File: src/common/ece_pkg.sv
// How it works
// - Direction bit high releases indicator, floats data.
// - Write cycle drives host byte onto port when the direction bit is low.
// - Write asserts data or address strobe.
// - Asserted hold keeps host ready low.
// - Host write release ends strobe, latches byte.
// - Read asserts strobe with port floated.
// - Host read release ends the strobe.
// - Lines may change between cycles.
// - Control strobe bit overrides write indicator.
// - Direction low unless bit set or read.
// - Peripheral interrupt passes through uninverted.
// - Data strobe for data, address strobe addresses.
// - Control bit drives peripheral reset output.
// - Registers always reachable; status bits 2 and 1 zero.
// - Watchdog aborts long cycles, flags status bit0.
// - Idle lines follow the control register.
package ece_pkg;

  // ------------------------------------------------------------
  // Host register offsets
  // ------------------------------------------------------------
  localparam logic [2:0] OFF_DATA = 3'h0; // Shared data register.
  localparam logic [2:0] OFF_STATUS = 3'h1; // Status register.
  localparam logic [2:0] OFF_CONTROL = 3'h2; // Control register.
  localparam logic [2:0] OFF_EPP_ADDR = 3'h3; // Address cycle port.
  localparam logic [2:0] OFF_EPP_DATA0 = 3'h4; // First data cycle port.

  // ------------------------------------------------------------
  // Control and status field positions
  // ------------------------------------------------------------
  localparam int CTL_STROBE = 0; // Drives the write indicator pin.
  localparam int CTL_AUTOFD = 1; // Drives the data strobe pin.
  localparam int CTL_INIT = 2; // Peripheral reset, low asserts it.
  localparam int CTL_SELIN = 3; // Drives the address strobe pin.
  localparam int CTL_IRQEN = 4; // Passes the interrupt to the host.
  localparam int CTL_DIR = 5; // Port direction, one means input.
  localparam int STS_TMO = 0; // Watchdog timeout flag.
  localparam int STS_FAULT_N = 3; // Fault input.
  localparam int STS_SELECT = 4; // Select input.
  localparam int STS_PERROR = 5; // Paper end input.
  localparam int STS_ACK_N = 6; // Interrupt input.
  localparam int STS_BUSY_N = 7; // Inverted hold input.

  // ------------------------------------------------------------
  // Reset values
  // ------------------------------------------------------------
  localparam logic [7:0] DATA_RESET = 8'h00; // Data register.
  localparam logic [7:0] CTL_RESET = 8'h00; // Control, holds reset.
  localparam logic [7:0] CTL_MASK = 8'h3F; // Top two bits read zero.

  // ------------------------------------------------------------
  // Timing and buffering
  // ------------------------------------------------------------
  localparam int CLK_PERIOD_NS = 10; // System clock period.
  localparam int TMO_NS = 10000; // Longest legal host cycle.
  localparam int TMO_CYCLES = TMO_NS / CLK_PERIOD_NS; // Rounded down.
  localparam int LOG_DEPTH = 32; // Transfer log depth.
  localparam int LOG_WIDTH = 10; // Write flag, address flag, byte.
  localparam int SYNC_STAGES = 2; // Hold synchroniser length.

  // Cycle engine states.
  typedef enum logic [1:0] {
    ST_IDLE,
    ST_ACTIVE,
    ST_ABORT
  } ece_state_t;

endpackage

File: src/rtl/ece_sync.sv
`timescale 1ns/100ps
// ------------------------------------------------------------
// Level synchroniser
// ------------------------------------------------------------
module ece_sync #(
  parameter int STAGES = 2,
  parameter logic RESET_VAL = 1'b1
) (
  input wire logic clock,
  input wire logic rst_n,
  input wire logic ce,
  input wire logic d,
  output logic q
);

  // Shift chain; only the next stage reads each flop.
  logic [STAGES-1:0] chain_reg;

  // Shifts the input along the chain while enabled.
  always_ff @(posedge clock or negedge rst_n) begin
    if (!rst_n) begin
      chain_reg <= {STAGES{RESET_VAL}};
    end else if (ce) begin
      chain_reg <= {chain_reg[STAGES-2:0], d};
    end
  end

  assign q = chain_reg[STAGES-1];

endmodule // ece_sync

File: src/rtl/ece_fifo.sv
`timescale 1ns/100ps
// ------------------------------------------------------------
// Valid/ready FIFO
// ------------------------------------------------------------
module ece_fifo #(
  parameter int WIDTH = 10,
  parameter int DEPTH = 32
) (
  input wire logic clock,
  input wire logic rst_n,
  input wire logic ce,
  input wire logic in_valid,
  output logic in_ready,
  input wire logic [WIDTH-1:0] in_data,
  output logic out_valid,
  input wire logic out_ready,
  output logic [WIDTH-1:0] out_data
);

  localparam int AW = $clog2(DEPTH);

  logic [WIDTH-1:0] mem [DEPTH]; // Storage, no reset needed.
  logic [AW:0] wr_reg; // Write pointer with wrap bit.
  logic [AW:0] rd_reg; // Read pointer with wrap bit.
  logic push;
  logic pop;

  // Full when the pointers differ only in the wrap bit.
  assign in_ready = (wr_reg ^ rd_reg) != {1'b1, {AW{1'b0}}};
  assign out_valid = wr_reg != rd_reg;
  assign push = in_valid && in_ready && ce;
  assign pop = out_valid && out_ready && ce;
  assign out_data = mem[rd_reg[AW-1:0]];

  // Writes the entry under the write pointer.
  always_ff @(posedge clock) begin
    if (push) begin
      mem[wr_reg[AW-1:0]] <= in_data;
    end
  end

  // Advances the pointers.
  always_ff @(posedge clock or negedge rst_n) begin
    if (!rst_n) begin
      wr_reg <= '0;
      rd_reg <= '0;
    end else begin
      if (push) begin
        wr_reg <= wr_reg + 1'b1;
      end
      if (pop) begin
        rd_reg <= rd_reg + 1'b1;
      end
    end
  end

endmodule // ece_fifo

File: src/rtl/ece_epp17_cycle_engine.sv
`timescale 1ns/100ps
// ------------------------------------------------------------
// Enhanced parallel port cycle engine
// ------------------------------------------------------------
module ece_epp17_cycle_engine #(
  parameter int TMO_CYCLES = ece_pkg::TMO_CYCLES,
  parameter int LOG_DEPTH = ece_pkg::LOG_DEPTH
) (
  input wire logic clock,
  input wire logic rst_n,
  input wire logic ce,
  input wire logic [2:0] host_addr,
  input wire logic host_rd_n,
  input wire logic host_wr_n,
  input wire logic [7:0] host_side_bus_in,
  output logic [7:0] host_side_bus_out,
  output logic host_side_bus_oe,
  output logic host_ready,
  output logic host_irq,
  input wire logic [7:0] port_data_lines_in,
  output logic [7:0] port_data_lines_out,
  output logic port_data_lines_oe,
  output logic write_indicator_n,
  output logic port_direction_out,
  output logic data_phase_strobe_n,
  output logic addr_phase_strobe_n,
  input wire logic periph_hold_n,
  input wire logic periph_irq_in,
  output logic periph_reset_out_n,
  input wire logic paper_end_in,
  input wire logic select_in,
  input wire logic fault_n_in,
  output logic log_valid,
  input wire logic log_ready,
  output logic [ece_pkg::LOG_WIDTH-1:0] log_data
);

  // ------------------------------------------------------------
  // State
  // ------------------------------------------------------------
  typedef struct packed {
    ece_pkg::ece_state_t st; // Cycle engine state.
    logic is_write; // Current cycle writes.
    logic is_addr; // Current cycle uses the address strobe.
    logic [15:0] tmo; // Watchdog count.
    logic [7:0] data; // Shared data register.
    logic [7:0] ctl; // Control register.
    logic tmo_flag; // Sticky timeout flag.
    logic [7:0] sd_out; // Byte shown to the host.
    logic rd_q; // Host read strobe, last cycle.
    logic wr_q; // Host write strobe, last cycle.
    logic [2:0] addr_q; // Address held during a host access.
    logic hold_q; // Synchronised hold, one cycle later.
    logic irq; // Registered interrupt to the host.
    logic push; // Log push request.
    logic [ece_pkg::LOG_WIDTH-1:0] push_data; // Log entry.
  } ece_regs_t;

  ece_regs_t s_reg; // Registered state.
  ece_regs_t s_next; // Next state.
  logic hold_sync; // Hold input, high when released.
  logic log_in_ready; // Log has room.
  logic host_epp; // Host addresses a cycle port.
  logic host_req; // Host strobe active on a cycle port.
  logic host_idle; // Both host strobes released.
  logic active; // A strobe is being driven.
  logic [7:0] status; // Status register view.

  // ------------------------------------------------------------
  // Leaf instances
  // ------------------------------------------------------------
  // Brings the peripheral hold line into the clock domain.
  ece_sync #(.STAGES(ece_pkg::SYNC_STAGES), .RESET_VAL(1'b1)) u_hold_sync (
    .clock(clock),
    .rst_n(rst_n),
    .ce(ce),
    .d(periph_hold_n),
    .q(hold_sync)
  );

  // Records every completed cycle; a full log stalls the host.
  ece_fifo #(.WIDTH(ece_pkg::LOG_WIDTH), .DEPTH(LOG_DEPTH)) u_log (
    .clock(clock),
    .rst_n(rst_n),
    .ce(ce),
    .in_valid(s_reg.push),
    .in_ready(log_in_ready),
    .in_data(s_reg.push_data),
    .out_valid(log_valid),
    .out_ready(log_ready),
    .out_data(log_data)
  );

  // ------------------------------------------------------------
  // Decode
  // ------------------------------------------------------------
  assign host_epp = host_addr >= ece_pkg::OFF_EPP_ADDR;
  assign host_req = host_epp && (!host_rd_n || !host_wr_n);
  assign host_idle = host_rd_n && host_wr_n;
  assign active = s_reg.st == ece_pkg::ST_ACTIVE;

  // Status view; the two bits above the timeout flag read zero.
  always_comb begin
    status = 8'h00;
    status[ece_pkg::STS_TMO] = s_reg.tmo_flag;
    status[ece_pkg::STS_FAULT_N] = fault_n_in;
    status[ece_pkg::STS_SELECT] = select_in;
    status[ece_pkg::STS_PERROR] = paper_end_in;
    status[ece_pkg::STS_ACK_N] = periph_irq_in;
    status[ece_pkg::STS_BUSY_N] = !periph_hold_n;
  end

  // ------------------------------------------------------------
  // Next state
  // ------------------------------------------------------------
  // Computes the engine, register and host read path updates.
  always_comb begin
    s_next = s_reg;
    s_next.rd_q = host_rd_n;
    s_next.wr_q = host_wr_n;
    s_next.hold_q = hold_sync;
    s_next.push = 1'b0;
    s_next.irq = periph_irq_in && s_reg.ctl[ece_pkg::CTL_IRQEN];
    if (!host_idle) begin
      s_next.addr_q = host_addr;
    end
    // Host read path, usable in every port mode.
    case (host_addr)
      ece_pkg::OFF_DATA: begin
        s_next.sd_out = s_reg.ctl[ece_pkg::CTL_DIR] ? port_data_lines_in : s_reg.data;
      end
      ece_pkg::OFF_STATUS: begin
        s_next.sd_out = status;
      end
      ece_pkg::OFF_CONTROL: begin
        s_next.sd_out = s_reg.ctl & ece_pkg::CTL_MASK;
      end
      default: begin
        s_next.sd_out = s_reg.sd_out;
      end
    endcase
    // Plain register writes take effect when the host strobe ends.
    if (!s_reg.wr_q && host_wr_n && s_reg.st == ece_pkg::ST_IDLE) begin
      case (s_reg.addr_q)
        ece_pkg::OFF_DATA: begin
          s_next.data = host_side_bus_in;
        end
        ece_pkg::OFF_CONTROL: begin
          s_next.ctl = host_side_bus_in & ece_pkg::CTL_MASK;
        end
        default: begin
          s_next.data = s_reg.data;
        end
      endcase
    end
    // Reading the status clears the timeout flag once the read ends.
    if (!s_reg.rd_q && host_rd_n && s_reg.addr_q == ece_pkg::OFF_STATUS) begin
      s_next.tmo_flag = 1'b0;
    end
    case (s_reg.st)
      // Waits for a cycle port access and room in the log.
      ece_pkg::ST_IDLE: begin
        s_next.tmo = 16'h0000;
        if (host_req && log_in_ready) begin
          s_next.st = ece_pkg::ST_ACTIVE;
          s_next.is_write = !host_wr_n;
          s_next.is_addr = host_addr == ece_pkg::OFF_EPP_ADDR;
          if (!host_wr_n) begin
            s_next.data = host_side_bus_in;
          end
        end
      end
      // Strobe asserted; ends on host release or watchdog expiry.
      ece_pkg::ST_ACTIVE: begin
        s_next.tmo = s_reg.tmo + 16'h0001;
        if (!s_reg.is_write && hold_sync) begin
          s_next.sd_out = port_data_lines_in;
        end
        if (host_idle) begin
          s_next.st = ece_pkg::ST_IDLE;
          s_next.push = 1'b1;
          s_next.push_data = {s_reg.is_write, s_reg.is_addr,
                              s_reg.is_write ? host_side_bus_in : s_reg.sd_out};
          if (s_reg.is_write) begin
            s_next.data = host_side_bus_in;
          end
        end else if (s_reg.tmo == 16'(TMO_CYCLES - 1)) begin
          s_next.st = ece_pkg::ST_ABORT;
          s_next.tmo_flag = 1'b1;
        end
      end
      // Aborted; the strobe is gone, wait for the host to let go.
      ece_pkg::ST_ABORT: begin
        if (host_idle) begin
          s_next.st = ece_pkg::ST_IDLE;
        end
      end
      default: begin
        s_next.st = ece_pkg::ST_IDLE;
      end
    endcase
  end

  // ------------------------------------------------------------
  // State register
  // ------------------------------------------------------------
  // Holds all state; a low clock enable freezes it.
  always_ff @(posedge clock or negedge rst_n) begin
    if (!rst_n) begin
      s_reg <= '0;
      s_reg.st <= ece_pkg::ST_IDLE;
      s_reg.data <= ece_pkg::DATA_RESET;
      s_reg.ctl <= ece_pkg::CTL_RESET;
      s_reg.rd_q <= 1'b1;
      s_reg.wr_q <= 1'b1;
      s_reg.hold_q <= 1'b1;
    end else if (ce) begin
      s_reg <= s_next;
    end
  end

  // ------------------------------------------------------------
  // Outputs
  // ------------------------------------------------------------
  // Host sees its byte whenever it reads this block.
  assign host_side_bus_out = s_reg.sd_out;
  assign host_side_bus_oe = !host_rd_n;
  assign host_irq = s_reg.irq;

  // Ready drops for a pending cycle with no log room and while held. The first two
  // edges of a cycle hold it low as well, so that a release still in the synchroniser
  // from the previous cycle is never taken as the answer to this one.
  assign host_ready = !((host_req && s_reg.st == ece_pkg::ST_IDLE && !log_in_ready)
                      || (active && !(hold_sync && s_reg.hold_q
                                      && s_reg.tmo >= 16'h0002)));

  // Direction follows the control bit, and goes to input for reads.
  assign port_direction_out = s_reg.ctl[ece_pkg::CTL_DIR]
                              || (active && !s_reg.is_write);
  assign port_data_lines_oe = !port_direction_out;
  assign port_data_lines_out = s_reg.data;

  // The control strobe bit forces the write indicator low at all times.
  assign write_indicator_n = !s_reg.ctl[ece_pkg::CTL_STROBE]
                             && (active ? !s_reg.is_write
                                        : s_reg.ctl[ece_pkg::CTL_DIR]);

  // Strobes follow the cycle, or the control bits when idle.
  assign data_phase_strobe_n = active ? s_reg.is_addr
                                      : !s_reg.ctl[ece_pkg::CTL_AUTOFD];
  assign addr_phase_strobe_n = active ? !s_reg.is_addr
                                      : !s_reg.ctl[ece_pkg::CTL_SELIN];
  assign periph_reset_out_n = s_reg.ctl[ece_pkg::CTL_INIT];
endmodule // ece_epp17_cycle_engine

File: config.mk
export PLATFORM = sky130hd
export DESIGN_NAME = ece_epp17_cycle_engine
export DESIGN_NICKNAME = d
export VERILOG_FILES = /design/src/common/ece_pkg.sv /design/src/rtl/ece_sync.sv /design/src/rtl/ece_fifo.sv /design/src/rtl/ece_epp17_cycle_engine.sv
export SDC_FILE = /design/constraint.sdc
export NUM_CORES = 1
export LEC_CHECK = 0
export CAP_MARGIN = 25
export CORE_ASPECT_RATIO = 1.5
export CORE_MARGIN = 1.5
export CORE_UTILIZATION = 45
export CTS_BUF_LIST = sky130_fd_sc_hd__clkbuf_4 sky130_fd_sc_hd__clkbuf_8
export CTS_CLUSTER_SIZE = 40
export DETAILED_ROUTE_END_ITERATION = 10
export DONT_BUFFER_PORTS = 1
export GPL_TIMING_DRIVEN = 0
export PLACE_DENSITY = 0.6
export SLEW_MARGIN = 20
export SYNTH_ARGS = -nofsm -noshare
export SYNTH_HDL_FRONTEND = slang
export SYNTH_SLANG_ARGS = --single-unit
export TNS_END_PERCENT = 30
File: constraint.sdc
create_clock -name clock -period 2.9 [get_ports clock]
set_clock_uncertainty 0.15 [all_clocks]
set_input_delay 0 -clock clock [delete_from_list [all_inputs] [get_ports clock]]
set_output_delay 0 -clock clock [all_outputs]
set_load 0.05 [all_outputs]
==> metrics.cfg, run 1 <==
[sta]
drv_slew=0
max_slew_margin_pct=30.46
setup_viol_count_final=15
finalCritPeriodShare_pct=100.8
holdWs_ns=0.08927
finalWorstSetupSlack_ns=-0.02330
rsz0062_at_grt=yes
hold_viol=0
period_minus_slack_ns=2.923
worstMarginPinSlew_ns=1.041
fmax_ghz=0.3421

[synthesis]
ys.flop_type=edfxtp_1
synth-edff-count=320
syn_area_sq_um=16610
ys_seq_area_share_pct=69.19
synth-seq-cells=395
ys_warn_count=0
syn_avg_cell_area_sq_um=14.66
synth_cells=1133
syn_nets=1170
ys_types=63
async_flop_share_pct=18.99

[routing]
drc=0
first_iter_violations=568
detail-route-antenna-nets=0
wl_per_cell_microns=23.14
viasPerCell=5.647
vias=10046
firstDrtPassIters=5
drt-total-wl_microns=41170

[critical_path]
critical_path_class=flip-flop to flip-flop
worstPathMaxFanout=10
worst-endpoint-required_ns=2.99
arrival_ns=3.01
worst_setup_path_start_kind=flip-flop
cp-end-kind=flip-flop
cp_slowest_cell=nor2_2
critPathTopFamily=simple AND/OR/NAND/NOR gates
cp.buffers_inverters=0
slowest_delay_ns=0.59
crit_chain=xnor2_1 -> and3_4 -> a21oi_2 -> nand2_2 -> nor2_2

[clock_tree]
cts.clk_slew.worst_paths_ns=0.06
insertion_delay_ns=0.61
clk_path_buf_depth=3
h-tree-depth=2
cts_tree=built
cts_sinks=395
ctsRootBufferMaster=clkbuf_8
post_cts_buffers=0
numCtsBuffers=56

[placement]
dp_cells=1627
place_area_sq_um=17440
routabilityCongestion=0.8960
portBuffers=0
place_hpwl_microns=27330
place_ws_ns=-0.4397

[die]
coreArea_sq_um=36590
die_w_microns=159.9
num_rows=86
fp.dieH_microns=238.3
io_pins=66
start_util_pct=45.40
die-area_sq_um=38100

[final_layout]
layout-drive-gt1-share_pct=20.63
fill_cells=3057
area_growth_pct=18.32
layout.cells.most_common_list=320 x edfxtp_1, 166 x mux2i_1, 70 x a22oi_1
nets=1288
final_area_sq_um=19650
instances_no_fill=1779
largest_reg_flops=320
final_common_cell=edfxtp_1

[pwr]
finalPower_mw=19.48
ir_worst_vdd_uv=766.9
power_density_nw_per_um2=991.4
power.leakage_nw=7.079

[status]
violations=negative setup slack
outcome=complete, but fails checks

[grt]
grt_pass1_vias=10423
grt_use_total_pct=22.01
grt_max_degree=71
antenna_found_initial=1
gr-total-overflow=0
grt_pass1_wl_microns=62270

[min_path]
hp-class=primary input to flip-flop

[flow_run]
maxCapViolations=0

report_power, final:
part	internal [mW]	switching, mW
clock network	2.29	2.05
registers	7.06	0.747
logic	2.60	4.73
final cells by class:
type	instances	area (sq um)	share of cell area, %
antenna	1	2.502	0.01273
buffer	72	583.1	2.967
clock buffer	89	1056	5.373
clock inverter	12	55.05	0.2801
inverter	14	52.55	0.2674
multi-input combinational	652	5047	25.68
sequential	395	11500	58.50
tap	484	605.6	3.081
timing repair buffer	60	753.2	3.833
synthesized netlist by cell type, types with 2 or more instances:
cell	n	area, sq um
ha_1	7	87.58
mux2i_1	169	1692
clkbuf_1	20	75.07
a22oi_1	80	600.6
a21o_1	2	15.01
a211o_1	3	26.28
nand2b_1	4	25.02
or3b_2	2	17.52
a2bb2oi_1	2	17.52
buf_1	5	18.77
xor2_1	10	87.58
xnor2_1	15	131.4
nor4_1	3	18.77
buf_4	24	180.2
a31oi_1	9	56.30
or4_1	2	15.01
edfxtp_1	320	9609
dfrtp_1	70	1752
o21ai_0	33	165.2
o22ai_1	9	56.30
dfstp_2	5	131.4
inv_1	13	48.80
a21oi_2	2	17.52
buf_2	22	110.1
nor2_1	68	255.2
a41oi_1	2	17.52
and3_1	7	43.79
mux2_2	15	168.9
nand2_1	52	195.2
a22o_1	2	17.52
nand3_1	53	265.3
and2_1	3	18.77
or3_1	8	50.05
a21oi_1	30	150.1
o221ai_1	8	70.07
nor3_1	3	15.01
nand3b_1	5	37.54
or2_2	2	12.51
nand4_1	15	93.84
nor2b_1	6	37.54
per-layer routing:
metal | vias to the layer above | GRT usage (%) | share of wire [%]
li1 | 4610 | - | -
met1 | 5002 | 24.55 | 37
met2 | 322 | 41.41 | 54
met3 | 112 | 2.972 | 4.4
met4 | 0 | 10.17 | 4.2
met5 | - | 0 | 0
logic make-up (layout without fill, tap and decap cells):
kind of cell	count (synthesis)	after routing	synth area share [%]
fa+ha+maj	7	7	0.5273
mux	184	184	11.20
compound gates	192	192	7.804
flops	395	395	69.19
other cells	0	1	0
simple gates	244	244	7.262
xor+xnor	25	25	1.318
buf+inv	86	247	2.697
stage by stage:
stage | setup TNS (ns) | utilization (%)
final | -0.2273 | 53.72
after global routing | -21.60 | 53.72
after CTS | -26.42 | 53.37
after detailed placement | -60.51 | 47.68
after global placement | -61.01 | 47.06
after floorplan | 0 | -
timing repair:
action                     in CTS  in global routing
hold endpoints to repair      149                  0
setup endpoints to repair     317                319
gates resized for setup       123                 32
hold buffers                   50                  0
pin swaps                       8                  3
path summary, 6_finish.rpt:
check | start | to | slack [ns] | cells past startpoint
max | u_log.rd_reg[3] | u_log.mem[2][8] | -0.02 | 5
min | periph_hold_n | u_hold_sync.chain_reg[0] | 0.09 | 2
max reg2reg | u_log.rd_reg[3] | u_log.mem[2][8] | -0.02 | 5
min reg2reg | s_reg[10] | s_reg[10] | 0.33 | 1
max in group asynchronous | rst_n | s_reg[3] | 1.83 | 4
min in group asynchronous | rst_n | s_reg[17] | 0.40 | 3
Power figures use the tool's default switching activity.
==> run 2: changes to the inputs <==
--- a/config.mk
+++ b/config.mk
@@ -5,6 +5,7 @@
 export SDC_FILE = /design/constraint.sdc
 export NUM_CORES = 1
 export LEC_CHECK = 0
+export BUFFER_PORTS_ARGS = -buffer_cell sky130_fd_sc_hd__buf_4
 export CAP_MARGIN = 25
 export CORE_ASPECT_RATIO = 1.5
 export CORE_MARGIN = 1.5
@@ -12,9 +13,8 @@
 export CTS_BUF_LIST = sky130_fd_sc_hd__clkbuf_4 sky130_fd_sc_hd__clkbuf_8
 export CTS_CLUSTER_SIZE = 40
 export DETAILED_ROUTE_END_ITERATION = 10
-export DONT_BUFFER_PORTS = 1
 export GPL_TIMING_DRIVEN = 0
-export PLACE_DENSITY = 0.6
+export PLACE_DENSITY = 0.61
 export SLEW_MARGIN = 20
 export SYNTH_ARGS = -nofsm -noshare
 export SYNTH_HDL_FRONTEND = slang
==> constraint.sdc (replaced) <==
create_clock -name clock -period 3.2 [get_ports clock]
set_clock_uncertainty 0.15 [all_clocks]
set_input_delay 0 -clock clock [delete_from_list [all_inputs] [get_ports clock]]
set_output_delay 0 -clock clock [all_outputs]
set_load 0.05 [all_outputs]
==> metrics.cfg, run 2 (synthesized netlist as in run 1, its figures left out) <==
[grt]
grt_pass1_wl_microns=61790  ; was 62270 microns
antenna_found_initial=1  ; unchanged
grt_max_degree=71  ; unchanged
grt_pass1_vias=10586  ; was 10423
gr-total-overflow=0  ; unchanged
grt_use_total_pct=21.66  ; was 22.01%

[critical_path]
cp.buffers_inverters=0  ; unchanged
crit_end=u_log.mem[24][7]  ; was u_log.mem[2][8]
worstPathMaxFanout=10  ; unchanged
critical_path_class=flip-flop to flip-flop  ; unchanged
cp_num_cells=5  ; unchanged
arrival_ns=3.26  ; was 3.01 ns
timing.reg2reg.setup_slack_ns=0.02  ; was -0.02 ns
slowest_delay_ns=0.88  ; was 0.59 ns
reg2reg_from=u_log.rd_reg[3]  ; unchanged
cp_slowest_cell=nor2_1  ; was nor2_2
cp-end-kind=flip-flop  ; unchanged
worst_setup_path_start_kind=flip-flop  ; unchanged
reg2reg_to=u_log.mem[24][7]  ; was u_log.mem[2][8]
startpoint=u_log.rd_reg[3]  ; unchanged
crit_chain=xnor2_1 -> and3_4 -> a21oi_2 -> nand2_1 -> nor2_1  ; was xnor2_1 -> and3_4 -> a21oi_2 -> nand2_2 -> nor2_2
critPathTopFamily=simple AND/OR/NAND/NOR gates  ; unchanged
reg2reg_depth=5  ; unchanged
worst-endpoint-required_ns=3.29  ; was 2.99 ns

[status]
outcome=complete, no violations  ; was complete, but fails checks

[final_layout]
layout.cells.most_common_list=320 x edfxtp_1, 169 x mux2i_1, 94 x buf_4  ; was 320 x edfxtp_1, 166 x mux2i_1, 70 x a22oi_1
largest_reg_flops=320  ; unchanged
nets=1353  ; was 1288
instances_no_fill=1850  ; was 1779
layout-drive-gt1-share_pct=21.17  ; was 20.63%
final_area_sq_um=19830  ; was 19650 sq um
area_growth_pct=19.36  ; was 18.32%
final_common_cell=edfxtp_1  ; unchanged

[die]
die_w_microns=159.9  ; unchanged
io_pins=66  ; unchanged
fp.dieH_microns=238.3  ; unchanged
coreArea_sq_um=36590  ; unchanged
start_util_pct=45.40  ; unchanged
num_rows=86  ; unchanged
die-area_sq_um=38100  ; unchanged

[sta]
max_slew_margin_pct=35.92  ; was 30.46%
hold_viol=0  ; unchanged
period_minus_slack_ns=3.176  ; was 2.923 ns
worstMarginPinSlew_ns=0.9577  ; was 1.041 ns
rsz0062_at_grt=yes  ; unchanged
setup_viol_count_final=0  ; was 15
fmax_ghz=0.3148  ; was 0.3421 GHz
finalCritPeriodShare_pct=99.26  ; was 100.8%
drv_slew=0  ; unchanged

[placement]
routabilityCongestion=0.8892  ; was 0.8960
place_hpwl_microns=27380  ; was 27330 microns
place_area_sq_um=17850  ; was 17440 sq um
dp_cells=1691  ; was 1627
portBuffers=64  ; was 0

[clock_tree]
h-tree-depth=2  ; unchanged
insertion_delay_ns=0.61  ; about the same
numCtsBuffers=58  ; was 56
cts_sinks=395  ; unchanged
clk_path_buf_depth=3  ; unchanged
ctsRootBufferMaster=clkbuf_8  ; unchanged
cts_tree=built  ; unchanged
post_cts_buffers=0  ; unchanged
cts.clk_slew.worst_paths_ns=0.06  ; about the same

[routing]
drt-total-wl_microns=40450  ; was 41170 microns
wl_per_cell_microns=21.86  ; was 23.14 microns
detail-route-antenna-nets=0  ; unchanged
vias=10093  ; was 10046
firstDrtPassIters=5  ; unchanged
first_iter_violations=544  ; was 568
drc=0  ; unchanged
viasPerCell=5.456  ; was 5.647

[min_path]
hp-class=primary input to flip-flop  ; unchanged

[pwr]
power.leakage_nw=7.393  ; was 7.079 nW
ir_worst_vdd_uv=681.5  ; was 766.9 uV
finalPower_mw=18.28  ; was 19.48 mW
power_density_nw_per_um2=922.1  ; was 991.4 nW/um^2

[flow_run]
maxCapViolations=0  ; unchanged

-- run 2: how the worst min path moves through the flow --
stage                              startpoint   endpoint  slack [ns]  cells past startpoint
final                     host_side_bus_in[5]  s_reg[32]        0.06                      3
after global routing      host_side_bus_in[0]  s_reg[27]        0.05                      3
after CTS                 host_side_bus_in[5]  s_reg[32]        0.01                      3
after detailed placement                rst_n  s_reg[57]        0.07                      1
after global placement                  rst_n  s_reg[55]        0.06                      1
after floorplan                         rst_n   host_irq       -0.45                      0
-- run 2: final cells by class --
| cell class | instances | area, sq um |
|---|---|---|
| fill | 3078 | 16760 |
| timing repair buffer | 123 | 1130 |
| clock inverter | 27 | 404.1 |
| buffer | 72 | 411.6 |
| multi-input combinational | 652 | 4723 |
| tap | 484 | 605.6 |
| clock buffer | 82 | 997.2 |
| inverter | 14 | 52.55 |
| sequential | 395 | 11500 |
| antenna | 1 | 2.502 |
-- run 2: per-stage QoR --
stage	utilization (%)	hold slack, ns	setup slack (ns)	TNS (ns)
detailed placement	48.79	0.07327	-0.06008	-0.5951
global placement	48.37	0.06183	-0.1165	-4.337
global route	54.19	0.04875	-0.1571	-8.286
CTS	54.01	0.009961	-0.01019	-0.06418
floorplan	-	-0.4456	0.8420	0
finish	54.19	0.05640	0.02369	0
-- run 2: what timing repair did --
action	in CTS	in global routing
endpoints found under the hold margin	144	0
pin swaps	0	0
hold buffers	46	0
endpoints found under the setup margin	23	174
resized for setup	9	19
-- run 2: worst reg2reg max path, cell delays in order, from the launching register on --
cell     delay, ns
dfrtp_1       0.46
xnor2_1       0.21
and3_4        0.23
a21oi_2       0.41
nand2_1       0.48
nor2_1        0.88
-- run 2: metal layers --
| metal | track usage, % | vias up | part of all wire, % |
|---|---|---|---|
| met4 | 9.997 | 0 | 3.4 |
| li1 | - | 4723 | - |
| met2 | 40.04 | 313 | 54 |
| met3 | 3.616 | 90 | 4.9 |
| met5 | 0 | - | 0 |
| met1 | 24.32 | 4967 | 38 |
-- run 2: report_power, final --
group,total (mW),switching (mW),internal [mW]
Sequential,7.15,0.746,6.40
Combinational,6.32,4.00,2.32
Clock,4.81,1.91,2.90
Total,18.3,6.66,11.6
==> run 3: changes to the inputs <==
==> constraint.sdc (replaced) <==
create_clock -name clock -period 3.2 [get_ports clock]
set_clock_uncertainty 0.15 [all_clocks]
set_input_delay 0.32 -clock clock [delete_from_list [all_inputs] [get_ports clock]]
set_output_delay 0.32 -clock clock [all_outputs]
set_load 0.05 [all_outputs]
==> metrics.cfg, run 3 (synthesized netlist as in run 1, its figures left out) <==
[sta]
worstMarginPinSlew_ns=0.9611  ; was 0.9577 ns
finalCritPeriodShare_pct=99.93  ; was 99.26%
drv_slew=0  ; unchanged
setup_viol_count_final=0  ; unchanged
holdWs_ns=0.05684  ; was 0.05640 ns
rsz0062_at_grt=yes  ; unchanged
hold_viol=0  ; unchanged
period_minus_slack_ns=3.198  ; was 3.176 ns
max_slew_margin_pct=35.69  ; was 35.92%
fmax_ghz=0.3127  ; was 0.3148 GHz

[final_layout]
layout.cells.most_common_list=320 x edfxtp_1, 167 x mux2i_1, 98 x buf_4  ; was 320 x edfxtp_1, 169 x mux2i_1, 94 x buf_4
area_growth_pct=19.19  ; was 19.36%
largest_reg_flops=320  ; unchanged
layout-drive-gt1-share_pct=23.07  ; was 21.17%
postLayoutCoreUtil_pct=54.11  ; was 54.19%
nets=1332  ; was 1353
final_common_cell=edfxtp_1  ; unchanged

[grt]
antenna_found_initial=1  ; unchanged
grt_pass1_wl_microns=61410  ; was 61790 microns
grt_max_degree=76  ; was 71
grt_pass1_vias=10531  ; was 10586
gr-total-overflow=0  ; unchanged
grt_use_total_pct=21.55  ; was 21.66%

[critical_path]
reg2reg_depth=5  ; unchanged
worst_setup_path_start_kind=flip-flop  ; unchanged
worst-endpoint-required_ns=2.73  ; was 3.29 ns
timing.reg2reg.setup_slack_ns=0.03  ; was 0.02 ns
critical_path_class=flip-flop to output port  ; was flip-flop to flip-flop
arrival_ns=2.73  ; was 3.26 ns
startpoint=u_log.rd_reg[0]  ; was u_log.rd_reg[3]
cp_num_cells=7  ; was 5
cp-end-kind=output port  ; was flip-flop
reg2reg_from=u_log.rd_reg[0]  ; was u_log.rd_reg[3]
cp.buffers_inverters=3  ; was 0
cp_slowest_cell=dfrtp_1  ; was nor2_1
crit_end=log_data[7]  ; was u_log.mem[24][7]
path_common_cell=buf_4
worstPathMaxFanout=10  ; unchanged
slowest_delay_ns=0.50  ; was 0.88 ns
critPathTopFamily=buffers and inverters  ; was simple AND/OR/NAND/NOR gates
crit_chain=nor2b_1 -> buf_4 -> buf_2 -> a22oi_1 -> nand3_1 -> nand4_1 -> buf_4  ; was xnor2_1 -> and3_4 -> a21oi_2 -> nand2_1 -> nor2_1
reg2reg_to=u_log.mem[14][8]  ; was u_log.mem[24][7]

[placement]
portBuffers=64  ; unchanged
routabilityCongestion=0.8892  ; unchanged
place_hpwl_microns=27380  ; unchanged

[die]
io_pins=66  ; unchanged
die_w_microns=159.9  ; unchanged
num_rows=86  ; unchanged
die-area_sq_um=38100  ; unchanged
coreArea_sq_um=36590  ; unchanged
start_util_pct=45.40  ; unchanged
fp.dieH_microns=238.3  ; unchanged

[routing]
first_iter_violations=493  ; was 544
top_layer=met4  ; unchanged
met2_length_microns=21520  ; was 21700 microns
vias=9972  ; was 10093
drt-total-wl_microns=40140  ; was 40450 microns
wl_per_cell_microns=21.95  ; was 21.86 microns
firstDrtPassIters=4  ; was 5
detail-route-antenna-nets=0  ; unchanged
dr_wl_met3_microns=2045  ; was 1971 microns
drc=0  ; unchanged
viasPerCell=5.452  ; was 5.456
wl_met1_microns=15100  ; was 15390 microns

[clock_tree]
cts.clk_slew.worst_paths_ns=0.07  ; was 0.06 ns
ctsRootBufferMaster=clkbuf_8  ; unchanged
h-tree-depth=2  ; unchanged
cts_sinks=395  ; unchanged
clk_path_buf_depth=3  ; unchanged
numCtsBuffers=58  ; unchanged
cts_tree=built  ; unchanged
insertion_delay_ns=0.60  ; was 0.61 ns

[pwr]
power.leakage_nw=7.337  ; was 7.393 nW
ir_worst_vdd_uv=644.3  ; was 681.5 uV
power_density_nw_per_um2=931.7  ; was 922.1 nW/um^2

[flow_run]
maxCapViolations=0  ; unchanged

[min_path]
hp-class=primary input to flip-flop  ; unchanged

[status]
outcome=complete, no violations  ; unchanged

## run 3: what timing repair did
action	in CTS	in global routing
setup endpoints to repair	23	181
hold buffers	25	1
pin swaps	1	0
hold endpoints to repair	110	16
buffers inserted	0	0
resized for setup	55	20
## run 3: worst min path at each step
stage          slack [ns]                    to  depth (start not counted)          from
3_5_place_dp         0.34             s_reg[17]                          2     s_reg[17]
6_report             0.06  host_side_bus_out[1]                          5  host_addr[2]
4_1_cts             0.007  host_side_bus_out[1]                          5  host_addr[2]
3_3_place_gp         0.33             s_reg[10]                          1     s_reg[10]
2_1_floorplan       -0.13              host_irq                          0         rst_n
5_1_grt              0.08  host_side_bus_out[1]                          5  host_addr[2]
## run 3: cell type report
cell class | instances | area, sq um
Sequential cell | 395 | 11500
Buffer | 72 | 483.0
Clock inverter | 27 | 404.1
Multi-Input combinational cell | 652 | 4830
Tap cell | 484 | 605.6
Antenna cell | 1 | 2.502
Inverter | 14 | 52.55
Timing Repair Buffer | 102 | 924.6
Fill cell | 3073 | 16790
Clock buffer | 82 | 997.2
## run 3: power by group
part           internal (mW)  switching, mW  leakage, nW  total (mW)
clock network           2.90           1.92        0.733        4.82
registers               6.40          0.750         3.80        7.15
logic                   2.39           4.08         2.80        6.48
total                   11.7           6.75         7.34        18.4
## run 3: worst reg2reg max path, cell delays in order, from the launching register on
cell     delay, ns
dfrtp_1       0.50
xor2_1        0.27
nor3_4        0.11
a21oi_2       0.43
nand2_1       0.51
nor2_1        0.83
## run 3: routing by layer
| metal | GRT usage, % | vias up |
|---|---|---|
| met5 | 0 | - |
| met4 | 10.51 | 0 |
| met3 | 3.876 | 88 |
| met2 | 39.69 | 303 |
| met1 | 23.93 | 4902 |
| li1 | - | 4679 |
## run 3: through the flow
step	setup WS (ns)	total power [mW]	std cells	TNS, ns	cell area [sq um]
global placement	-0.1165	13.23	1681	-4.337	17700
CTS	-0.01733	18.54	1825	-0.06577	19700
finish	0.002138	18.45	1829	0	19800
detailed placement	-0.06008	13.40	1691	-0.5951	17850
global route	-0.1489	19.23	1829	-3.940	19800
floorplan	0.7345	11.11	1133	0	16610
